### config.mk
export PLATFORM = sky130hd
export DESIGN_NAME = rkh_handler
export DESIGN_NICKNAME = d
export VERILOG_FILES = /design/src/rkh_pkg.sv /design/src/rkh_frame_rx.sv /design/src/rkh_reply_tx.sv /design/src/rkh_handler.sv
export VERILOG_INCLUDE_DIRS = /design/src
export SDC_FILE = /design/constraint.sdc
export NUM_CORES = 1
export LEC_CHECK = 0
export BUFFER_PORTS_ARGS = -buffer_cell sky130_fd_sc_hd__buf_4
export CORE_MARGIN = 8
export CORE_UTILIZATION = 48
export CTS_CLUSTER_SIZE = 30
export DETAILED_ROUTE_END_ITERATION = 10
export HOLD_SLACK_MARGIN = 0.15
export PLACE_DENSITY = 0.65
export SYNTH_ARGS = -nofsm -noshare
export SYNTH_HDL_FRONTEND = slang
export SYNTH_SLANG_ARGS = --single-unit
export TNS_END_PERCENT = 30
### constraint.sdc
create_clock -name REF_CLK -period 5.6 [get_ports REF_CLK]
set_clock_uncertainty 0.2 [all_clocks]
set_input_delay 1.12 -clock REF_CLK [delete_from_list [all_inputs] [get_ports REF_CLK]]
set_output_delay 1.12 -clock REF_CLK [all_outputs]
set_load 0.01 [all_outputs]
### src/rkh_defs.svh
// Constants of the root key hash write handler: frame bytes, field indices,
// status codes and policy masks. Included by the package only.
// Functional notes
// - Success reply: 81h,00h,0Ah,2Eh,status 00h, details and address unused code.
// - Failure reply: same length, response AEh, status, four-byte details and address.
// - Command frame starts at command start byte; other bytes are skipped.
// - Command frame without frame end byte gives a packet error.
// - Command frame checksum mismatch gives a checksum error.
// - Command length wrong for format or for this command gives packet error.
// - Any reported check error abandons the command, memory untouched, back to waiting.
// - Lifecycle state not permitting the command gives acceptance error.
// - Encrypted write without later reset gives acceptance error.
// - Authentication level zero or one gives a secure error.
// - Unsupported key identifier or lock field value gives parameter error.
// - Selected hash slot already permanently locked gives protection error.
// - All command checks passed: OK reply is sent before key data frames.
// - Data frame starts at data start byte; other bytes are discarded.
// - Data frame: missing end, bad length, bad response code, bad checksum errors.
// - Key data beyond the declared amount gives a parameter error.
// - Security subsystem abnormal after hashing: no reply, memory unchanged.
// - Hash generation failure gives trusted system error, back to waiting.
// - Write failure: flash access error, details carry flash status.
// - Write success: OK reply; lock also set when lock field is 00h.
// - Several errors: highest priority one is reported, in the documented order.
`ifndef RKH_DEFS_SVH
`define RKH_DEFS_SVH

// Frame framing bytes, response and command codes, reply length, unused code
`define RKH_CMD_START   8'h01
`define RKH_DATA_START  8'h81
`define RKH_FRAME_END   8'h03
`define RKH_RSP_OK      8'h2E
`define RKH_RSP_ERR     8'hAE
`define RKH_CMD_CODE    8'h28
`define RKH_REPLY_LEN   8'h0A
`define RKH_UNUSED      32'h0FFFFFFF

// Frame lengths (payload bytes between length and checksum)
`define RKH_CMD_LEN     16'h0005
`define RKH_MAX_LEN     16'h0401

// Command payload indices, then the data frame response index
`define RKH_IDX_CMD     16'h0000
`define RKH_IDX_KID     16'h0001
`define RKH_IDX_PLK     16'h0002
`define RKH_IDX_SZH     16'h0003
`define RKH_IDX_SZL     16'h0004
`define RKH_IDX_RES     16'h0000

// Reply byte positions
`define RKH_TX_SUM_FIRST 4'h1
`define RKH_TX_SUM_LAST  4'hC
`define RKH_TX_LAST      4'hE

// Status codes
`define RKH_STS_OK       8'h00
`define RKH_STS_PACKET   8'hC1
`define RKH_STS_CHECKSUM 8'hC2
`define RKH_STS_ACCEPT   8'hC3
`define RKH_STS_PARAM    8'hC5
`define RKH_STS_SECURE   8'hDA
`define RKH_STS_PROTECT  8'hDB
`define RKH_STS_TRUSTED  8'hE4
`define RKH_STS_FLASH    8'hE1

// Policy: key identifiers, lock field values, lifecycle and level limits
`define RKH_KID_MAX      8'h03
`define RKH_PLK_LOCK     8'h00
`define RKH_PLK_KEEP     8'hFF
`define RKH_DLM_PERMIT   16'h0006
`define RKH_AUTH_LOW_TOP 2'h1

`endif

### src/rkh_pkg.sv
// Types shared by the frame receiver, reply sender and command handler.
// Assumes rkh_defs.svh sits in the include path.
`include "rkh_defs.svh"

package rkh_pkg;

  typedef enum logic [1:0] {
    RKH_FR_OK       = 2'h0,
    RKH_FR_PACKET   = 2'h1,
    RKH_FR_CHECKSUM = 2'h3
  } rkh_frerr_type;

  typedef enum logic [2:0] {
    RX_HUNT = 3'h0, RX_LNH = 3'h1, RX_LNL = 3'h3, RX_BODY = 3'h2, RX_SUM = 3'h6, RX_END = 3'h7
  } rkh_rxst_type;

  typedef enum logic [2:0] {
    ST_CMD = 3'h0, ST_REPLY = 3'h1, ST_DATA = 3'h3, ST_HASH = 3'h2, ST_FLASH = 3'h6
  } rkh_st_type;

  typedef struct packed {
    logic        valid;
    logic [15:0] idx;
    logic [7:0]  data;
  } rkh_pay_type;

  typedef struct packed {
    logic          done;
    rkh_frerr_type err;
    logic [15:0]   len;
  } rkh_fdone_type;

  typedef struct packed {
    logic [7:0]  res;
    logic [7:0]  sts;
    logic [31:0] det;
    logic [31:0] adr;
  } rkh_reply_type;

  // Shared checksum step; a frame is good when the running sum ends at zero
  function automatic logic [7:0] rkh_sum_add(input logic [7:0] acc, input logic [7:0] b);
    return 8'(acc + b);
  endfunction

endpackage

### src/rkh_frame_rx.sv
// Frame receiver: hunts a start byte, reads length, payload, checksum, end.
// Assumes a byte stream on the same clock, one byte per valid cycle.
`timescale 1ns/1ps

module rkh_frame_rx
  import rkh_pkg::*;
(
  input  wire logic          clk,
  input  wire logic          rst_n,
  input  wire logic          en,
  input  wire logic [7:0]    start_byte,
  input  wire logic          in_valid,
  input  wire logic [7:0]    in_data,
  output rkh_pay_type        pay,
  output rkh_fdone_type      fdone
);

  typedef struct packed {
    rkh_rxst_type  st;
    logic [15:0]   len;
    logic [15:0]   cnt;
    logic [7:0]    acc;
    logic          sum_ok;
    rkh_pay_type   pay;
    rkh_fdone_type fdone;
  } rkh_rx_state_type;

  rkh_rx_state_type q, d;

  // Parse one byte per valid cycle; errors are judged only at the end byte
  always_comb begin
    d = q;
    d.pay.valid = 1'b0;
    d.fdone.done = 1'b0;
    if (!en) begin
      d.st = RX_HUNT;
    end else if (in_valid) begin
      case (q.st)
        RX_HUNT: begin
          if (in_data == start_byte) begin
            d.st = RX_LNH;
            d.acc = 8'h00;
          end
        end
        RX_LNH: begin
          d.len[15:8] = in_data;
          d.acc = rkh_sum_add(q.acc, in_data);
          d.st = RX_LNL;
        end
        RX_LNL: begin
          d.len[7:0] = in_data;
          d.acc = rkh_sum_add(q.acc, in_data);
          d.cnt = 16'h0000;
          d.st = ({q.len[15:8], in_data} == 16'h0000) ? RX_SUM : RX_BODY;
        end
        RX_BODY: begin
          d.pay.valid = 1'b1;
          d.pay.idx = q.cnt;
          d.pay.data = in_data;
          d.acc = rkh_sum_add(q.acc, in_data);
          d.cnt = 16'(q.cnt + 16'h0001);
          if (16'(q.cnt + 16'h0001) == q.len) begin
            d.st = RX_SUM;
          end
        end
        RX_SUM: begin
          d.sum_ok = (rkh_sum_add(q.acc, in_data) == 8'h00);
          d.st = RX_END;
        end
        default: begin
          // Missing end beats checksum beats length format
          d.fdone.done = 1'b1;
          d.fdone.len = q.len;
          if (in_data != `RKH_FRAME_END) begin
            d.fdone.err = RKH_FR_PACKET;
          end else if (!q.sum_ok) begin
            d.fdone.err = RKH_FR_CHECKSUM;
          end else if (q.len == 16'h0000 || q.len > `RKH_MAX_LEN) begin
            d.fdone.err = RKH_FR_PACKET;
          end else begin
            d.fdone.err = RKH_FR_OK;
          end
          d.st = RX_HUNT;
        end
      endcase
    end
  end

  // State register
  always_ff @(posedge clk) begin
    if (!rst_n) begin
      q <= '0;
    end else begin
      q <= d;
    end
  end

  assign pay = q.pay;
  assign fdone = q.fdone;
endmodule

### src/rkh_reply_tx.sv
// Reply sender: emits one fifteen-byte status frame with its checksum.
// Assumes the sink takes a byte in any cycle where valid and ready are high.
`timescale 1ns/1ps

module rkh_reply_tx
  import rkh_pkg::*;
(
  input  wire logic          clk,
  input  wire logic          rst_n,
  input  wire logic          go,
  input  rkh_reply_type      rep,
  input  wire logic          ready,
  output logic               valid,
  output logic [7:0]         data,
  output logic               done
);

  typedef struct packed {
    rkh_reply_type rep;
    logic [3:0]    idx;
    logic [7:0]    acc;
    logic          valid;
    logic [7:0]    data;
    logic          done;
  } rkh_tx_state_type;

  rkh_tx_state_type q, d;
  logic [7:0]       acc_n;

  // Byte at a reply position; fields go most significant byte first
  function automatic logic [7:0] byte_at(input logic [3:0] i, input rkh_reply_type r,
                                         input logic [7:0] acc);
    case (i)
      4'h0:    return `RKH_DATA_START;
      4'h1:    return 8'h00;
      4'h2:    return `RKH_REPLY_LEN;
      4'h3:    return r.res;
      4'h4:    return r.sts;
      4'h5:    return r.det[31:24];
      4'h6:    return r.det[23:16];
      4'h7:    return r.det[15:8];
      4'h8:    return r.det[7:0];
      4'h9:    return r.adr[31:24];
      4'hA:    return r.adr[23:16];
      4'hB:    return r.adr[15:8];
      4'hC:    return r.adr[7:0];
      4'hD:    return 8'(8'h00 - acc);
      default: return `RKH_FRAME_END;
    endcase
  endfunction

  // Advance one byte per accepted handshake; a new request is taken only while idle
  always_comb begin
    d = q;
    d.done = 1'b0;
    acc_n = q.acc;
    if (q.idx >= `RKH_TX_SUM_FIRST && q.idx <= `RKH_TX_SUM_LAST) begin
      acc_n = rkh_sum_add(q.acc, q.data);
    end
    if (q.valid) begin
      if (ready) begin
        d.acc = acc_n;
        if (q.idx == `RKH_TX_LAST) begin
          d.valid = 1'b0;
          d.done = 1'b1;
        end else begin
          d.idx = 4'(q.idx + 4'h1);
          d.data = byte_at(4'(q.idx + 4'h1), q.rep, acc_n);
        end
      end
    end else if (go) begin
      d.rep = rep;
      d.idx = 4'h0;
      d.acc = 8'h00;
      d.valid = 1'b1;
      d.data = `RKH_DATA_START;
    end
  end

  // State register
  always_ff @(posedge clk) begin
    if (!rst_n) begin
      q <= '0;
    end else begin
      q <= d;
    end
  end

  assign valid = q.valid;
  assign data = q.data;
  assign done = q.done;
endmodule

### src/rkh_handler.sv
// Root key hash write command handler: checks the command frame, answers,
// collects key data, drives hash generation and the flash write, replies.
// Assumes byte streams, policy inputs and engine handshakes share REF_CLK.
`timescale 1ns/1ps

module rkh_handler
  import rkh_pkg::*;
(
  input  wire logic        REF_CLK,
  input  wire logic        NRST,
  input  wire logic        RX_VALID,
  input  wire logic [7:0]  RX_DATA,
  input  wire logic        TX_READY,
  input  wire logic [3:0]  LIFECYCLE_STATE,
  input  wire logic        ENC_WRITE_PENDING,
  input  wire logic [1:0]  AUTH_LEVEL,
  input  wire logic [3:0]  LOCK_STATUS,
  input  wire logic        HASH_DONE,
  input  wire logic        HASH_FAIL,
  input  wire logic        TSS_ABNORMAL,
  input  wire logic        FLASH_DONE,
  input  wire logic        FLASH_FAIL,
  input  wire logic [31:0] FLASH_STATUS,
  output logic             TX_VALID,
  output logic [7:0]       TX_DATA,
  output logic             KEY_VALID,
  output logic [7:0]       KEY_DATA,
  output logic             KEY_CLEAR,
  output logic             HASH_START,
  output logic             FLASH_WRITE,
  output logic             FLASH_LOCK,
  output logic [1:0]       FLASH_KEY_ID
);

  ////////////////////////////////////////////////////////////////////////////
  // State

  typedef struct packed {
    rkh_st_type    st;
    logic          after_ok;
    logic [7:0]    cmd;
    logic [7:0]    key_identifier;
    logic [7:0]    permanent_lock_field;
    logic [15:0]   size;
    logic [15:0]   got;
    logic [7:0]    res;
    logic          over;
    logic          rep_go;
    rkh_reply_type rep;
    logic          key_valid;
    logic [7:0]    key_data;
    logic          key_clear;
    logic          hash_start;
    logic          flash_write;
    logic          flash_lock;
    logic [1:0]    flash_kid;
  } rkh_main_state_type;

  localparam logic [15:0] DLM_PERMIT = `RKH_DLM_PERMIT;

  rkh_main_state_type q, d;
  rkh_pay_type        pay;
  rkh_fdone_type      fdone;
  logic               rx_en;
  logic [7:0]         rx_start;
  logic               tx_done;

  ////////////////////////////////////////////////////////////////////////////
  // Frame receiver and reply sender

  // Bytes arriving while a reply is in flight are dropped on purpose
  assign rx_en = (q.st == ST_CMD) || (q.st == ST_DATA);
  assign rx_start = (q.st == ST_DATA) ? `RKH_DATA_START : `RKH_CMD_START;

  rkh_frame_rx u_rx (
    .clk        (REF_CLK),
    .rst_n      (NRST),
    .en         (rx_en),
    .start_byte (rx_start),
    .in_valid   (RX_VALID),
    .in_data    (RX_DATA),
    .pay        (pay),
    .fdone      (fdone)
  );

  rkh_reply_tx u_tx (
    .clk   (REF_CLK),
    .rst_n (NRST),
    .go    (q.rep_go),
    .rep   (q.rep),
    .ready (TX_READY),
    .valid (TX_VALID),
    .data  (TX_DATA),
    .done  (tx_done)
  );

  ////////////////////////////////////////////////////////////////////////////
  // Command sequencing

  // One process decides the reply; checks run in falling priority order
  always_comb begin
    logic       fire_v;
    logic       ok_v;
    logic       ack_v;
    logic [7:0] sts_v;
    logic [31:0] det_v;
    fire_v = 1'b0;
    ok_v = 1'b0;
    ack_v = 1'b0;
    sts_v = `RKH_STS_OK;
    det_v = `RKH_UNUSED;
    d = q;
    d.rep_go = 1'b0;
    d.key_valid = 1'b0;
    d.key_clear = 1'b0;
    d.hash_start = 1'b0;
    d.flash_write = 1'b0;
    case (q.st)
      ST_CMD: begin
        // Capture parameters as the payload streams past
        if (pay.valid) begin
          if (pay.idx == `RKH_IDX_CMD) begin
            d.cmd = pay.data;
          end else if (pay.idx == `RKH_IDX_KID) begin
            d.key_identifier = pay.data;
          end else if (pay.idx == `RKH_IDX_PLK) begin
            d.permanent_lock_field = pay.data;
          end else if (pay.idx == `RKH_IDX_SZH) begin
            d.size[15:8] = pay.data;
          end else if (pay.idx == `RKH_IDX_SZL) begin
            d.size[7:0] = pay.data;
          end
        end
        if (fdone.done) begin
          fire_v = 1'b1;
          if (fdone.err == RKH_FR_PACKET) begin
            sts_v = `RKH_STS_PACKET;
          end else if (fdone.err == RKH_FR_CHECKSUM) begin
            sts_v = `RKH_STS_CHECKSUM;
          end else if (q.cmd != `RKH_CMD_CODE) begin
            fire_v = 1'b0; // Another command: left to its own handler
          end else if (fdone.len != `RKH_CMD_LEN) begin
            sts_v = `RKH_STS_PACKET;
          end else if (!DLM_PERMIT[LIFECYCLE_STATE]) begin
            sts_v = `RKH_STS_ACCEPT;
          end else if (ENC_WRITE_PENDING) begin
            sts_v = `RKH_STS_ACCEPT;
          end else if (AUTH_LEVEL <= `RKH_AUTH_LOW_TOP) begin
            sts_v = `RKH_STS_SECURE;
          end else if (q.key_identifier > `RKH_KID_MAX) begin
            sts_v = `RKH_STS_PARAM;
          end else if (q.permanent_lock_field != `RKH_PLK_LOCK && q.permanent_lock_field != `RKH_PLK_KEEP) begin
            sts_v = `RKH_STS_PARAM;
          end else if (q.size == 16'h0000) begin
            sts_v = `RKH_STS_PARAM;
          end else if (LOCK_STATUS[q.key_identifier[1:0]]) begin
            sts_v = `RKH_STS_PROTECT;
          end else begin
            // All checks passed: acknowledge, then wait for key data
            ok_v = 1'b1;
            ack_v = 1'b1;
            d.key_clear = 1'b1;
            d.got = 16'h0000;
            d.over = 1'b0;
          end
        end
      end
      ST_DATA: begin
        // Only bytes within the declared amount reach the hash engine
        if (pay.valid) begin
          if (pay.idx == `RKH_IDX_RES) begin
            d.res = pay.data;
          end else if (q.got < q.size) begin
            d.key_valid = 1'b1;
            d.key_data = pay.data;
            d.got = 16'(q.got + 16'h0001);
          end else begin
            d.over = 1'b1;
          end
        end
        if (fdone.done) begin
          if (fdone.err == RKH_FR_PACKET) begin
            fire_v = 1'b1;
            sts_v = `RKH_STS_PACKET;
          end else if (fdone.err == RKH_FR_CHECKSUM) begin
            fire_v = 1'b1;
            sts_v = `RKH_STS_CHECKSUM;
          end else if (q.res != `RKH_RSP_OK) begin
            fire_v = 1'b1;
            sts_v = `RKH_STS_PACKET;
          end else if (q.over) begin
            fire_v = 1'b1;
            sts_v = `RKH_STS_PARAM;
          end else if (q.got == q.size) begin
            d.hash_start = 1'b1;
            d.st = ST_HASH;
          end
        end
      end
      ST_HASH: begin
        if (HASH_DONE) begin
          if (HASH_FAIL) begin
            fire_v = 1'b1;
            sts_v = `RKH_STS_TRUSTED;
          end else if (TSS_ABNORMAL) begin
            d.st = ST_CMD;
          end else begin
            // Lock only rides along when the lock field asks for it
            d.flash_write = 1'b1;
            d.flash_lock = (q.permanent_lock_field == `RKH_PLK_LOCK);
            d.flash_kid = q.key_identifier[1:0];
            d.st = ST_FLASH;
          end
        end
      end
      ST_FLASH: begin
        if (FLASH_DONE) begin
          fire_v = 1'b1;
          if (FLASH_FAIL) begin
            sts_v = `RKH_STS_FLASH;
            det_v = FLASH_STATUS;
          end else begin
            ok_v = 1'b1;
          end
        end
      end
      default: begin
        // Reply in flight; the next phase begins once its last byte leaves
        if (tx_done) begin
          d.st = q.after_ok ? ST_DATA : ST_CMD;
        end
      end
    endcase
    // Any reply: errors end the command and nothing is written
    if (fire_v) begin
      d.rep_go = 1'b1;
      d.rep.res = ok_v ? `RKH_RSP_OK : `RKH_RSP_ERR;
      d.rep.sts = sts_v;
      d.rep.det = det_v;
      d.rep.adr = `RKH_UNUSED;
      d.after_ok = ack_v;
      d.st = ST_REPLY;
    end
  end

  // State register
  always_ff @(posedge REF_CLK) begin
    if (!NRST) begin
      q <= '0;
    end else begin
      q <= d;
    end
  end

  ////////////////////////////////////////////////////////////////////////////
  // Outputs

  // All straight from the state register
  assign KEY_VALID = q.key_valid;
  assign KEY_DATA = q.key_data;
  assign KEY_CLEAR = q.key_clear;
  assign HASH_START = q.hash_start;
  assign FLASH_WRITE = q.flash_write;
  assign FLASH_LOCK = q.flash_lock;
  assign FLASH_KEY_ID = q.flash_kid;
endmodule

After elaboration in Yosys (flattened, before gate mapping)
Memories as Yosys holds them, arrays and structs flattened.
Index checks and enable logic that the tools add are counted.
{"block": "classes", "addsub": 6, "mul": 0, "div_mod_pow": 0, "order_cmp": 8, "n_eq_ne": 72, "shifts": 0, "muxes": 129, "n_bitwise": 15, "reduce_logical": 53}
{"op": "$mux 16", "count": 14}
{"op": "$mux 8", "count": 27}
{"op": "$pmux 8 s14", "count": 1}
{"op": "$mux 32", "count": 3}
{"op": "$mux 81", "count": 1}
{"op": "$logic_not 16->1", "count": 4}
{"op": "$pmux 16 s2", "count": 2}
{"op": "$mux 25", "count": 2}
{"op": "$mux 1", "count": 47}
{"op": "$mux 21", "count": 2}
{"op": "$ne 2x2->1 const B", "count": 20}
{"op": "$mux 3", "count": 13}
{"op": "$reduce_and 3->1", "count": 12}
{"op": "$add 16x1->16 const B", "count": 2}
{"op": "$eq 16x16->1", "count": 2}
{"op": "$eq 16x2->1 const B", "count": 2}
{"op": "$pmux 8 s4", "count": 1}
{"op": "$reduce_and 16->1", "count": 2}
{"op": "$eq 4x4->1 const B", "count": 7}
{"op": "$mux 22", "count": 1}
{"op": "$reduce_and 10->1", "count": 2}
{"op": "$mux 19", "count": 1}
{"op": "$ne 2x1->1 const B", "count": 9}
{"op": "$add 8x8->8", "count": 2}
{"op": "57 further kinds", "count": 104}
{"block": "totals", "regBits": 293, "latchBits": 0, "ram_bits": 0, "mem_bits_ro": 16, "output_inout_bits": 24, "wordCells": 328, "mem_count": 1}
{"name": "(no name shown)", "words": 16, "width": 1, "read_ports": 1, "rd_clocked_by_memory_dff": 0, "wr": 0, "line": "rkh_handler.sv:144", "text": "end else if (!DLM_PERMIT[LIFECYCLE_STATE]) begin"}

Logic depth before layout (Yosys ltp)
{"block": "depth", "depth_word": 17, "mapped_depth": 12, "mapped_depth_nobuf": 11}

Modules after synthesis
Synthesis repeated with hierarchy kept, for this count alone.
{"block": "unflattened", "cells_unflattened": 1917, "hier_area_um2": 16131.7}
{"module": "rkh_handler", "instances": 1, "cells_each": 635, "area_each_um2": 5729.2, "seq_area_each_um2": 2502.4}
{"module": "rkh_reply_tx", "instances": 1, "cells_each": 706, "area_each_um2": 5620.4, "seq_area_each_um2": 2042.0}
{"module": "rkh_frame_rx", "instances": 1, "cells_each": 576, "area_each_um2": 4782.1, "seq_area_each_um2": 1761.7}

Worst setup path after synthesis
No wires, ideal clock.
{"block": "synth_timing", "path_type": "input to register", "from": "in LIFECYCLE_STATE[2]", "to": "reg q[119] (netlist name)", "setup_ns": 0.129, "arrival_ns": 3.091, "required_ns": 5.271, "path_slack_ns": 2.180, "cell_stages": 8, "path_buffers": 2, "cell_sequence": "or4_1 > or3_1 > or4_4 > buf_6 > and2_4 > buf_6 > nand2_1 > mux2i_1"}
{"block": "synth_between", "elab_chain_len": 4}
{"item": "from (decl)", "line": "rkh_handler.sv:14", "text": "input wire logic [3:0] LIFECYCLE_STATE,"}
{"item": "$mem_v2 16x1"}
{"item": "$mux 1 (implied by the code)", "line": "rkh_handler.sv:144"}
{"item": "$ne 2x1->1 (no line)"}
{"item": "$reduce_and 16->1 (no line)"}
{"item": "to (signal assigned)", "line": "rkh_handler.sv:249", "text": "q <= '0;"}
{"item": "to (signal assigned)", "line": "rkh_handler.sv:251", "text": "q <= d;"}
{"item": "to (decl)", "line": "rkh_handler.sv:61", "text": "rkh_main_state_type q, d;"}
No other way between the ends. The select of a mux whose other input is x is not followed.
A chain may end at the register's enable or synchronous reset.

Final worst setup path
{"block": "layout_timing", "from": "reg u_tx.q[18] (netlist name)", "to": "reg u_tx.q (netlist bit u_tx.data[4])"}
{"block": "layout_between", "elab_chain_len": 8}
{"item": "from (decl)", "line": "rkh_reply_tx.sv:27", "text": "rkh_tx_state_type q, d;"}
{"item": "from (signal assigned)", "line": "rkh_reply_tx.sv:83", "text": "q <= '0;"}
{"item": "from (signal assigned)", "line": "rkh_reply_tx.sv:85", "text": "q <= d;"}
{"item": "$ge 4x1->1 (no line) / $le 4x4->1 (equally long branches)"}
{"item": "$logic_and 1x1->1 (no line)"}
{"item": "$mux 8", "line": "rkh_reply_tx.sv:57", "text": "if (q.idx >= `RKH_TX_SUM_FIRST && q.idx <= `RKH_TX_SUM_LAST) begin"}
{"item": "$sub 1x8->8", "line": "rkh_reply_tx.sv:47", "text": "4'hD: return 8'(8'h00 - acc);"}
{"item": "$pmux 8 s14", "line": "rkh_reply_tx.sv:33", "text": "case (i)"}
{"item": "$mux 8", "line": "rkh_reply_tx.sv:63", "text": "if (q.idx == `RKH_TX_LAST) begin"}
{"item": "$mux 22", "line": "rkh_reply_tx.sv:61", "text": "if (ready) begin"}
{"item": "$mux 21", "line": "rkh_reply_tx.sv:60", "text": "if (q.valid) begin"}
Parallel ways exist; a longest one is shown, timed or not. The select of a mux whose other input is x is not followed.

==> metrics.md <==
| Metric | Value |
|---|---|
| # IOs | `84` |
| Placed inst area | `0.01375 sq mm` |
| Worst Setup SP | `u_tx.q[18]` |
| Hold_ws | `0.2526 ns` |
| Post-route setup slack | `1.965 ns` |
| Post-CTS sizing | `0` |
| Clock-pin slew on the worst setup and hold paths | `0.06 ns` |
| Status | `complete, no violations` |
| 1st-iter DRT viols | `850` |
| Met3 wire len | `1812 microns` |
| Final setup TNS | `0 ns` |
| Crit path DAT | `3.88 ns` |
| Post-detail-place hpwl | `23,900 microns` |
| IO buf count | `82` |
| Root buf cell | `clkbuf_16` |
| Global-route wire length before repair | `55,640 microns` |
| Overflow after GRT | `0` |
| Worst r2r dst | `u_tx.data[4]` |
| Gr usage total | `0.2004` |
| Headroom to the max-slew limit | `0.1693` |
| Routability cong. | `0.8985` |
| WHS Endpoint | `u_tx.q[60]` |
| Final min period | `3.635 ns` |
| Cts hold-fix bufs | `0` |
| Commonest cells after routing, fill and taps aside | `dfxtp_1 (275), nand2_1 (257), nor2_1 (193)` |
| WL met2 | `15,390 microns` |
| Routed vias/inst | `5.812` |
| R2R cell count | `11` |
| Commonest non-fill, non-tap cell in the layout | `dfxtp_1` |
| Worst-Margin Slew | `1.241 ns` |
| Power Total | `4.145 mW` |
| Clk sinks | `275` |
| Max VDD drop | `0.0002831 V` |
| H-Tree Depth | `1` |
| Worst EP required | `5.85 ns` |
| Area Growth Syn to Fin | `12.42%` |
| Fin. max-slew vios | `0` |
| # DRC | `0` |
| Initial antenna violation count | `0` |
| Latest clock arrival within the worst-skew pair | `0.56 ns` |
| Yosys cell types | `82` |
| Hold path start | `q[53]` |
| Nets | `1,724` |
| DIE AREA | `0.03301 sq mm` |
| Post-route cell area | `0.01481 sq mm` |
| Synth Cell Area | `0.01318 sq mm` |
| Max incr delay on CP | `0.61 ns` |
| Share of cells above drive strength 1 | `0.1015` |
| Net Count, Synth | `1,721` |
| Worst r2r src | `u_tx.q[18]` |
| Syn_area_per_cell | `8.138 sq um` |
| Main flop type after synthesis | `dfxtp_1` |
| Largest net degree at the start of global routing | `130` |
| Number of global-route vias before repair | `10,640` |
| Leakage | `5.921 nW` |
| Post-synth EDFFs | `0` |
| Critical path class | `flop to flop` |
| Die X | `181.7 microns` |
| Crit-path leading delay family | `simple AND/OR/NAND/NOR gates` |
| Initial Util | `0.4889` |
| Tcrit/Tclk final | `0.6492` |
| Met1 Wirelength | `16,720 microns` |
| Final setup viols | `0` |
| Max Cap Viol | `0` |
| Mean routed wirelength per cell | `17.33 microns` |
| CP Cell Sequence | `inv_1 > ha_1 > nor4b_2 > nor2_1 > mux2i_1 > ha_1 > inv_1 > a2111oi_0 > xnor2_1 > a21oi_1 > o21ai_1` |
| Vias post-DR | `11,550` |
| Die Ht | `181.7 microns` |
| Pre-CTS WS | `1.659 ns` |
| Yosys warning count | `0` |
| CP startpoint kind | `flop` |
| Highest routed layer | `met4` |
| CP max stage cell | `nor4b_2` |
| N_diodes | `0` |
| Post-CTS Setup Repair Bufs | `0` |
| DRT Wirelength | `34,440 microns` |
| Worst Path Buf+Inv | `2` |
| Cell count after synthesis | `1,619` |
| CTS buffer count | `30` |
| Sequential fraction of the synthesis area | `0.4179` |
| Core footprint | `0.02695 sq mm` |
| CP Max Fanout | `10` |
| Cell row count | `60` |
| RSZ-0062 raised after global routing | `no` |
| Asr flop ratio synth | `0` |
| Critical Path End Type | `flop` |
| Max Fclk | `0.2751 GHz` |
| DR pass1 iterations | `5` |
| R2R Setup Slk | `1.96 ns` |
| Post-synthesis register bit count | `275` |
| Hold Path Class | `flop to flop` |
| Final hold vios | `0` |
| P per Cell Area | `279.8 mW/mm^2` |
| Antenna-violating nets left | `0` |
| CTS tree | `built` |
| CTS max path bufs | `3` |
| Hold Crit Depth | `2` |
==> cell type report <==
type                            instances  area (sq um)
Clock buffer                           39         824.5
Clock inverter                         17         234.0
Fill cell                            2544         12140
Inverter                               38         147.6
Multi-Input combinational cell       1185          6983
Sequential cell                       275          5505
Tap cell                              341         426.7
Timing Repair Buffer                   92         690.7
==> routing by layer <==
metal	GRT usage	vias up
met4	0.03739	0
met2	0.3207	284
met3	0.02894	39
met1	0.2842	5511
met5	0	-
li1	-	5714
==> cells in the mapped netlist, types with 4 or more instances <==
cell | instances | area [sq um]
nand3b_1 | 5 | 37.54
nor2_1 | 193 | 724.4
a311oi_1 | 5 | 43.79
nor2b_1 | 10 | 62.56
nand2_1 | 257 | 964.7
o2111ai_1 | 4 | 35.03
nor3_1 | 23 | 115.1
nand4_1 | 34 | 212.7
and4_1 | 6 | 52.55
mux2i_1 | 74 | 740.7
nand3_1 | 50 | 250.2
a2bb2oi_1 | 4 | 35.03
or2_2 | 5 | 31.28
buf_4 | 19 | 142.6
clkbuf_1 | 95 | 356.6
dfxtp_1 | 275 | 5505
o22ai_1 | 30 | 187.7
and2_1 | 9 | 56.30
buf_2 | 5 | 25.02
o31ai_1 | 11 | 82.58
a31oi_1 | 14 | 87.58
and3_1 | 10 | 62.56
nor4_1 | 24 | 150.1
a21oi_1 | 159 | 795.8
o21ai_0 | 31 | 155.2
a221oi_1 | 4 | 35.03
xnor2_1 | 22 | 192.7
inv_1 | 37 | 138.9
nand2b_1 | 6 | 37.54
o21a_1 | 6 | 45.04
or3_1 | 9 | 56.30
o21ai_1 | 5 | 25.02
or4_1 | 17 | 127.6
nor4b_1 | 4 | 35.03
ha_1 | 40 | 500.5
a22oi_1 | 14 | 105.1
xor2_1 | 17 | 148.9
a21o_1 | 9 | 67.56
==> worst reg2reg max path, stage by stage (launching register included) <==
cell	delay (ns)
dfxtp_1	0.40
inv_1	0.15
ha_1	0.30
nor4b_2	0.61
nor2_1	0.27
mux2i_1	0.42
ha_1	0.29
inv_1	0.05
a2111oi_0	0.43
xnor2_1	0.15
a21oi_1	0.18
o21ai_1	0.08
==> per-stage QoR <==
step,instances,utilization
finish,1987,0.5496
CTS,1987,0.5496
global placement,1931,0.5103
detailed placement,1931,0.5103
global route,1987,0.5496
floorplan,1619,-
==> sequential cells by signal (all words and copies together) (netlist names) <==
| name | count |
|---|---|
| KEY_VALID | 1 |
| FLASH_KEY_ID | 2 |
| u_rx.pay | 25 |
| u_tx.valid | 1 |
| u_tx.done | 1 |
| u_rx.fdone | 19 |
| u_tx.data | 8 |
| FLASH_LOCK | 1 |
| HASH_START | 1 |
| KEY_CLEAR | 1 |
| q | 110 |
| u_rx.q | 44 |
| KEY_DATA | 8 |
| u_tx.q | 52 |
| FLASH_WRITE | 1 |
==> where the power goes <==
part / total (mW) / switching (mW) / internal, mW
sequential: 1.96 / 0.00153 / 1.96
combinational: 0.105 / 0.0653 / 0.0393
clock: 2.08 / 0.812 / 1.27
==> logic make-up (layout without fill, tap and decap cells) <==
logic type	after synthesis	in the layout	share of synthesized area
compound gates	344	344	0.1628
xor+xnor	39	39	0.02593
fa+ha+maj	42	42	0.04103
buf+inv	159	186	0.05233
flops	275	275	0.4179
mux	76	76	0.05878
simple gates	684	684	0.2413
==> how the worst max path moves through the flow <==
stage | depth (start not counted) | to | slack, ns
after global routing | 11 | u_tx.data[4] | 1.63
after detailed placement | 7 | u_rx.q[61] | 1.66
after global placement | 7 | u_rx.q[68] | 1.76
after CTS | 11 | u_tx.data[4] | 1.98
after floorplan | 8 | q[119] | 2.18
final | 11 | u_tx.data[4] | 1.96
No activity file was read; power rests on OpenSTA's default activity.
